==> src/hw/pmx_pkg.sv <==
// Purpose: Shared constants for the port A low pin mux and port B direction block
// Assumes: 16-bit register port, one clock
// Notes:   Register offsets are chosen locally; field positions follow the select layout
package pmx_pkg;
  // Register port geometry
  localparam int unsigned    ADDR_W        = 4;
  localparam int unsigned    DATA_W        = 16;
  localparam logic [3:0]     OFF_FUNC_SEL  = 4'h0;   // Lower port function select
  localparam logic [3:0]     OFF_PIN_DIR   = 4'h2;   // Second port direction
  // Reset images
  localparam logic [15:0]    FUNC_SEL_RST  = 16'hff95;
  localparam logic [15:0]    PIN_DIR_RST   = 16'h0000;
  localparam logic [15:0]    RSVD_ONES     = 16'haa00; // Bits 15, 13, 11, 9
  // Single-bit role fields
  localparam int unsigned    B_PIN7        = 14;
  localparam int unsigned    B_PIN6        = 12;
  localparam int unsigned    B_PIN5        = 10;
  localparam int unsigned    B_PIN4        = 8;
  // Two-bit role fields, low bit position
  localparam int unsigned    F_PIN3        = 6;
  localparam int unsigned    F_PIN2        = 4;
  localparam int unsigned    F_PIN1        = 2;
  localparam int unsigned    F_PIN0        = 0;
  // Two-bit role codes
  localparam logic [1:0]     ROLE_IO       = 2'h0;
  localparam logic [1:0]     ROLE_CS       = 2'h1;
  localparam logic [1:0]     ROLE_ALT      = 2'h2;  // Wait, timer or row strobe
  localparam logic [1:0]     ROLE_RSVD     = 2'h3;
  // Second port pin role codes supplied by the port B control logic
  typedef enum logic [1:0] {
    PMX_B_IO     = 2'b00,
    PMX_B_TIMER  = 2'b01,
    PMX_B_SCLK   = 2'b10,
    PMX_B_OTHER  = 2'b11
  } pmx_brole_t;
endpackage : pmx_pkg

==> src/hw/pmx_port_mux.sv <==
// Purpose: Lower port A pin role mux and port B pin direction register
// Assumes: Power-on reset is i_rst_n; manual reset, standby and sleep never reach it
// Notes:   Outputs are registered, so pin roles follow register writes one cycle later
//
// Functional notes
// - Odd upper reserved bits read one always
// - Bit 14: pin7 I/O or bus acknowledge
// - Bit 12: pin6 I/O or read strobe
// - Bit 10: pin5 I/O or upper write strobe
// - Bit 8: pin4 I/O or lower write strobe
// - Bits 7:6 pin3: I/O, select 7, wait
// - Pin3 pull-up only as wait and requested
// - Bits 5:4 pin2: I/O, select 6, timer B
// - Bits 3:2 pin1: I/O, select 5, row strobe
// - Bits 1:0 pin0: I/O, select 4, timer A
// - Direction bit one drives output, zero input
// - Direction ignored for other second-port roles
// - Direction register clears on power-on only
// - Function register loads pattern on power-on only
module pmx_port_mux (
  input  wire logic                          i_core_clk,    // Core clock, 40 MHz
  input  wire logic                          i_rst_n,       // Power-on reset, active low
  input  wire logic [pmx_pkg::ADDR_W-1:0]    i_addr,        // Register address
  input  wire logic [pmx_pkg::DATA_W-1:0]    i_wdata,       // Write data
  input  wire logic                          i_wr,          // Write strobe
  input  wire logic                          i_rd,          // Read strobe
  input  wire logic                          i_wait_pull_req, // Bus controller asks pull-up
  input  wire logic [15:0]                   i_b_role0,     // Port B role code, low bits
  input  wire logic [15:0]                   i_b_role1,     // Port B role code, high bits
  output logic      [pmx_pkg::DATA_W-1:0]    o_rdata,       // Read data, cycle after read
  output logic      [7:0]                    o_pin_alt,     // Pin uses a peripheral role
  output logic      [7:0]                    o_pin_alt_out, // Peripheral role drives pin
  output logic      [1:0]                    o_pin0_role,   // Pin0 decoded role code
  output logic      [1:0]                    o_pin1_role,   // Pin1 decoded role code
  output logic      [1:0]                    o_pin2_role,   // Pin2 decoded role code
  output logic      [1:0]                    o_pin3_role,   // Pin3 decoded role code
  output logic      [7:0]                    o_pin_rsvd,    // Pin holds a reserved code
  output logic                               o_pin3_pullup, // Pin3 pull-up enable
  output logic      [15:0]                   o_b_out_en     // Port B pin drives output
);
  import pmx_pkg::*;

  // Whole module state in one record
  typedef struct packed {
    logic [15:0] func_reg;      // Stored function select, reserved bits held high
    logic [15:0] dir_reg;       // Port B direction
    logic [15:0] rdata_reg;     // Read return
    logic [7:0]  alt_reg;       // Peripheral role per pin
    logic [7:0]  alt_out_reg;   // Peripheral role is an output
    logic [7:0]  rsvd_reg;      // Reserved code flags
    logic [7:0]  roles_reg;     // Four two-bit role codes
    logic        pull_reg;      // Pin3 pull-up
    logic [15:0] b_oe_reg;      // Port B output enables
  } pmx_state_t;

  pmx_state_t st_reg;   // Registered state
  pmx_state_t st_next;  // Next state

  // Function register as seen by software: reserved bits forced high
  function automatic logic [15:0] func_view(input logic [15:0] f);
    func_view = f | RSVD_ONES;
  endfunction

  // Role field extraction, used for all four two-bit pins
  function automatic logic [1:0] field2(input logic [15:0] f, input int unsigned lo);
    field2 = f[lo +: 2];
  endfunction

  logic [1:0] r0, r1, r2, r3;   // Current two-bit role codes
  logic [1:0] brole [16];       // Port B role per pin

  // Decode current role fields
  always_comb begin
    r0 = field2(st_reg.func_reg, F_PIN0);
    r1 = field2(st_reg.func_reg, F_PIN1);
    r2 = field2(st_reg.func_reg, F_PIN2);
    r3 = field2(st_reg.func_reg, F_PIN3);
  end

  // Gather port B role codes per pin
  for (genvar g = 0; g < 16; g++) begin : g_brole
    assign brole[g] = {i_b_role1[g], i_b_role0[g]};
  end

  // Next-state logic
  always_comb begin
    st_next = st_reg;
    // Register writes; a write to an unmapped address is dropped
    if (i_wr) begin
      case (i_addr)
        OFF_FUNC_SEL: st_next.func_reg = func_view(i_wdata);
        OFF_PIN_DIR:  st_next.dir_reg  = i_wdata;
        default:      st_next.func_reg = st_reg.func_reg;
      endcase
    end
    // Read data held only for the cycle after the strobe
    st_next.rdata_reg = '0;
    if (i_rd) begin
      case (i_addr)
        OFF_FUNC_SEL: st_next.rdata_reg = func_view(st_reg.func_reg);
        OFF_PIN_DIR:  st_next.rdata_reg = st_reg.dir_reg;
        default:      st_next.rdata_reg = '0; // Unmapped reads as zero
      endcase
    end
    // Single-bit pins 7..4: all peripheral roles here are outputs
    st_next.alt_reg[7]     = st_reg.func_reg[B_PIN7];
    st_next.alt_reg[6]     = st_reg.func_reg[B_PIN6];
    st_next.alt_reg[5]     = st_reg.func_reg[B_PIN5];
    st_next.alt_reg[4]     = st_reg.func_reg[B_PIN4];
    st_next.alt_out_reg[7:4] = st_next.alt_reg[7:4];
    st_next.rsvd_reg[7:4]  = 4'h0;
    // Pin3: select 7 drives, wait is an input
    st_next.alt_reg[3]     = (r3 == ROLE_CS) || (r3 == ROLE_ALT);
    st_next.alt_out_reg[3] = (r3 == ROLE_CS);
    st_next.rsvd_reg[3]    = (r3 == ROLE_RSVD);
    // Pull-up only while serving as wait input; I/O and select never pull
    st_next.pull_reg       = (r3 == ROLE_ALT) && i_wait_pull_req;
    // Pin2: select 6 drives; timer direction is owned by the timer
    st_next.alt_reg[2]     = (r2 == ROLE_CS) || (r2 == ROLE_ALT);
    st_next.alt_out_reg[2] = (r2 == ROLE_CS);
    st_next.rsvd_reg[2]    = (r2 == ROLE_RSVD);
    // Pin1: select 5 and row strobe both drive
    st_next.alt_reg[1]     = (r1 == ROLE_CS) || (r1 == ROLE_ALT);
    st_next.alt_out_reg[1] = st_next.alt_reg[1];
    st_next.rsvd_reg[1]    = (r1 == ROLE_RSVD);
    // Pin0: select 4 drives; timer direction is owned by the timer
    st_next.alt_reg[0]     = (r0 == ROLE_CS) || (r0 == ROLE_ALT);
    st_next.alt_out_reg[0] = (r0 == ROLE_CS);
    st_next.rsvd_reg[0]    = (r0 == ROLE_RSVD);
    // Reserved codes: decoded role forced to I/O with no drive, avoiding contention
    st_next.roles_reg[1:0] = (r0 == ROLE_RSVD) ? ROLE_IO : r0;
    st_next.roles_reg[3:2] = (r1 == ROLE_RSVD) ? ROLE_IO : r1;
    st_next.roles_reg[5:4] = (r2 == ROLE_RSVD) ? ROLE_IO : r2;
    st_next.roles_reg[7:6] = (r3 == ROLE_RSVD) ? ROLE_IO : r3;
    // Port B enables: direction bit counts only for I/O, timer and serial clock
    for (int i = 0; i < 16; i++) begin
      case (pmx_brole_t'(brole[i]))
        PMX_B_IO, PMX_B_TIMER, PMX_B_SCLK: st_next.b_oe_reg[i] = st_reg.dir_reg[i];
        PMX_B_OTHER: st_next.b_oe_reg[i] = 1'b0;
        default:     st_next.b_oe_reg[i] = 1'b0;
      endcase
    end
  end

  // State register; only power-on reset touches the two software registers
  always_ff @(posedge i_core_clk or negedge i_rst_n) begin
    if (!i_rst_n) begin
      st_reg             <= '0;
      st_reg.func_reg    <= FUNC_SEL_RST;
      st_reg.dir_reg     <= PIN_DIR_RST;
    end else begin
      st_reg <= st_next;
    end
  end

  // Outputs straight from flip-flops
  assign o_rdata       = st_reg.rdata_reg;
  assign o_pin_alt     = st_reg.alt_reg;
  assign o_pin_alt_out = st_reg.alt_out_reg;
  assign o_pin0_role   = st_reg.roles_reg[1:0];
  assign o_pin1_role   = st_reg.roles_reg[3:2];
  assign o_pin2_role   = st_reg.roles_reg[5:4];
  assign o_pin3_role   = st_reg.roles_reg[7:6];
  assign o_pin_rsvd    = st_reg.rsvd_reg;
  assign o_pin3_pullup = st_reg.pull_reg;
  assign o_b_out_en    = st_reg.b_oe_reg;
endmodule : pmx_port_mux

==> config.mk <==
export PLATFORM = sky130hd
export DESIGN_NAME = pmx_port_mux
export DESIGN_NICKNAME = d
export VERILOG_FILES = /design/src/hw/pmx_pkg.sv /design/src/hw/pmx_port_mux.sv
export SDC_FILE = /design/constraint.sdc
export NUM_CORES = 1
export LEC_CHECK = 0
export BUFFER_PORTS_ARGS = -buffer_cell sky130_fd_sc_hd__buf_4
export CORE_ASPECT_RATIO = 0.8
export CORE_MARGIN = 3
export CORE_UTILIZATION = 50
export CTS_BUF_LIST = sky130_fd_sc_hd__clkbuf_8
export CTS_CLUSTER_DIAMETER = 150
export DETAILED_ROUTE_END_ITERATION = 12
export GPL_ROUTABILITY_DRIVEN = 0
export PLACE_DENSITY = 0.91
export SLEW_MARGIN = 25
export SYNTH_ARGS = -nofsm -noshare
export SYNTH_HDL_FRONTEND = slang
export SYNTH_SLANG_ARGS = --single-unit
==> constraint.sdc <==
create_clock -name i_core_clk -period 1.7 [get_ports i_core_clk]
set_input_delay 0.255 -clock i_core_clk [delete_from_list [all_inputs] [get_ports i_core_clk]]
set_output_delay 0.255 -clock i_core_clk [all_outputs]
set_load 0.005 [all_outputs]
==> key figures <==
Clock network
  – Root Driver: clkbuf_8
  – Clock buffer depth: 2
  – CTS tree: built
  – H-tree depth: 3
  – CTS buffer count: 9
  – Worst-path clk slew: 0.08 ns
  – Clock latency on the worst-skew pair: 0.35 ns
  – Setup bufs post-CTS: 0
  – Clock sink count: 81

Outcome
  – Status: finished, final reports clean

Hold path
  – HP Class: input pin to register

Power
  – Static leakage: 0.00219 uW
  – Combinational fraction of design power: 20.6%
  – Net switching power: 1240 uW
  – Net Sw Frac: 26.1%
  – Tot Pwr: 4750 uW
  – Sequential fraction of design power: 53.7%
  – Pwr Density: 1140 mW/mm2
  – Maximum vdd ir drop: 0.000584 V
  – Internal power: 3510 uW
  – Clock Power Share: 25.7%

Placed design
  – HPWL Detailed: 4.71 mm
  – IO buf count: 117
  – Pre-CTS worst setup slack: 0.0994 ns

STA
  – Final WS setup: 0.465 ns
  – Hold Vio Cnt, Final: 0
  – Final worst-path cycle share: 72.7%
  – Slew Viols, Final: 0
  – Skew final: 0.00421 ns
  – Setup violators final: 0
  – Fmax: 809 MHz
  – Min Tclk post-route: 1.24 ns
  – Setup TNS: 0 ns
  – RSZ-0062 raised after global routing: no
  – WHS: 0.0648 ns

Floorplanning
  – # rows: 26
  – Starting Density: 52.9%
  – Die width: 99 um
  – Die height: 80.4 um
  – Die area: 0.00796 mm2
  – I/O pins: 122
  – Core area: 0.00654 mm2

Logic synthesis
  – Ranking of synthesized cells by area: dfrtp_1 53%, buf_4 14%, mux2_2 9.1%
  – Cells after Synth: 258
  – Share of the synthesized area in the top cell type: 52.8%
  – Count leader, synth: dfrtp_1
  – Sequential share of the synthesized area: 58.9%
  – Post-synth EDFFs: 0
  – Yosys warns: 0
  – Cell area after synthesis: 0.00346 mm2
  – Library cells used by synthesis: 19
  – Synth area leader: dfrtp_1
  – Synth Area per Inst: 13.4 um2
  – Top post-synthesis cells by count: 73 x dfrtp_1, 65 x buf_4, 28 x mux2_2
  – Post-synth ARST share: 100%
  – #FFs+latches synth: 81
  – Most used flip-flop cell after synthesis: dfrtp_1

GRT
  – Largest net degree at the start of global routing: 34
  – GRT overflow: 0
  – Vias in the first global route: 1980
  – Wire length of the first global-routing pass: 10.0 mm
  – Initial antenna violation count: 0
  – Global Route Usage Sum: 16.8%

Routing
  – # DRC: 0
  – Via Count: 1922
  – Iter 0 DRT Violations: 36
  – Drt pass-1 iters: 4
  – Total wire length: 6.41 mm
  – Vias per std cell: 4.64
  – Final ANT Viol Nets: 0
  – DR WL/cell: 15.5 um

Setup path
  – Critical path arrival: 1.47 ns
  – R2r setup slk: 0.64 ns
  – Setup crit end kind: register
  – Critical Path Start Type: input pin
  – Worst R2R Start: r0[0]$_DFFE_PN1P_
  – Setup crit end: r3[0]$_DFFE_PN0P_
  – R2R cell count: 3
  – CP max FO: 12
  – R2r endpoint: o_pin_alt[0]$_DFF_PN0_
  – CP Data Required Time: 1.93 ns
  – Critical Path Start: i_addr[0]
  – Setup CP Type: input pin to register

Final layout
  – P&R area growth vs syn: 20.2%
  – Antenna Cells: 0
  – Layout cells sized above 1: 53.0%
  – Fin util: 63.6%
  – # nets final: 395
  – Filler cells: 504

Flow run
  – Max Cap Violations: 0
==> cell usage in the layout, fill, tap and decap left out, drive strengths merged <==
cell type    count
buf            122
nor2            12
conb             4
a21oi            8
dlygate4sd3      1
dfstp            8
clkbuf          10
or4b             1
mux2            28
inv             18
dfrtp           73
and2b            1
nand2            1
ha              13
clkinv           2
and2             1
a21boi          12
nor4b            1
clkinvlp         2
mux2i           12
==> layout make-up <==
| cell class | count | area (um2) | share of cell area [%] |
|---|---|---|---|
| well taps | 84 | 105 | 2.53 |
| repair buffers | 123 | 938 | 22.6 |
| flip-flops and latches | 81 | 2040 | 49.0 |
| multi-input cells | 94 | 843 | 20.3 |
| clock inverters | 6 | 36.3 | 0.873 |
| inverters | 16 | 60.1 | 1.44 |
| clock buffers | 10 | 138 | 3.31 |
==> stage by stage <==
stage               instance area (um2)  instances
detailed placement                 3970        397
global placement                   3970        397
CTS                                4160        414
floorplan                          3470        261
global route                       4160        414
finish                             4160        414
==> per-layer routing <==
metal	GRT usage, %	vias to the layer above	share of wire, %
li1	-	896	-
met1	20.4	944	41
met2	27.7	72	51
met3	5.82	10	7.0
met4	6.00	0	1.1
met5	0	-	0
==> cell families (layout without fill, tap and decap cells) <==
logic type / Yosys count / in the layout / share of synthesized area [%]
other: 1 / 4 / 0.108
buffers and inverters: 86 / 155 / 17.1
AND/OR/NAND/NOR: 17 / 17 / 2.89
multiplexers: 40 / 40 / 12.6
adder cells (fa/ha/maj): 13 / 13 / 4.70
AO/OA/AOI/OAI: 20 / 20 / 3.76
flip-flops: 81 / 81 / 58.9
==> worst max-delay path, stage by stage <==
cell     delay [ns]
buf_4          0.12
nor4b_4        0.29
and2b_2        0.41
mux2_2         0.38
==> how the worst min path moves through the flow <==
stage	from	to	slack, ns	depth (start not counted)
2_1_floorplan	i_rst_n	o_b_out_en[0]$_DFF_PN0_	-0.04	0
3_5_place_dp	i_rst_n	o_b_out_en[10]$_DFF_PN0_	0.23	1
4_1_cts	i_b_role1[9]	o_b_out_en[9]$_DFF_PN0_	0.05	2
3_3_place_gp	i_rst_n	o_b_out_en[8]$_DFF_PN0_	0.22	1
6_report	i_b_role1[9]	o_b_out_en[9]$_DFF_PN0_	0.06	2
5_1_grt	i_b_role1[9]	o_b_out_en[9]$_DFF_PN0_	0.04	2
==> power groups by stage <==
| stage | Sequential [uW] | Combinational, uW | Clock, uW |
|---|---|---|---|
| after floorplan | 2510 | 749 | 0 |
| final | 2550 | 977 | 1220 |
| after CTS | 2560 | 1000 | 1260 |
| after global placement | 2570 | 960 | 0 |
| after detailed placement | 2590 | 998 | 0 |
| after global routing | 2600 | 1080 | 1350 |
==> repair_timing <==
item                      in CTS  in global routing
gates resized for setup        0                  0
hold buffers                   1                  0
hold endpoints to repair      25                  0
Note: power is estimated with default switching activity, not from simulation.
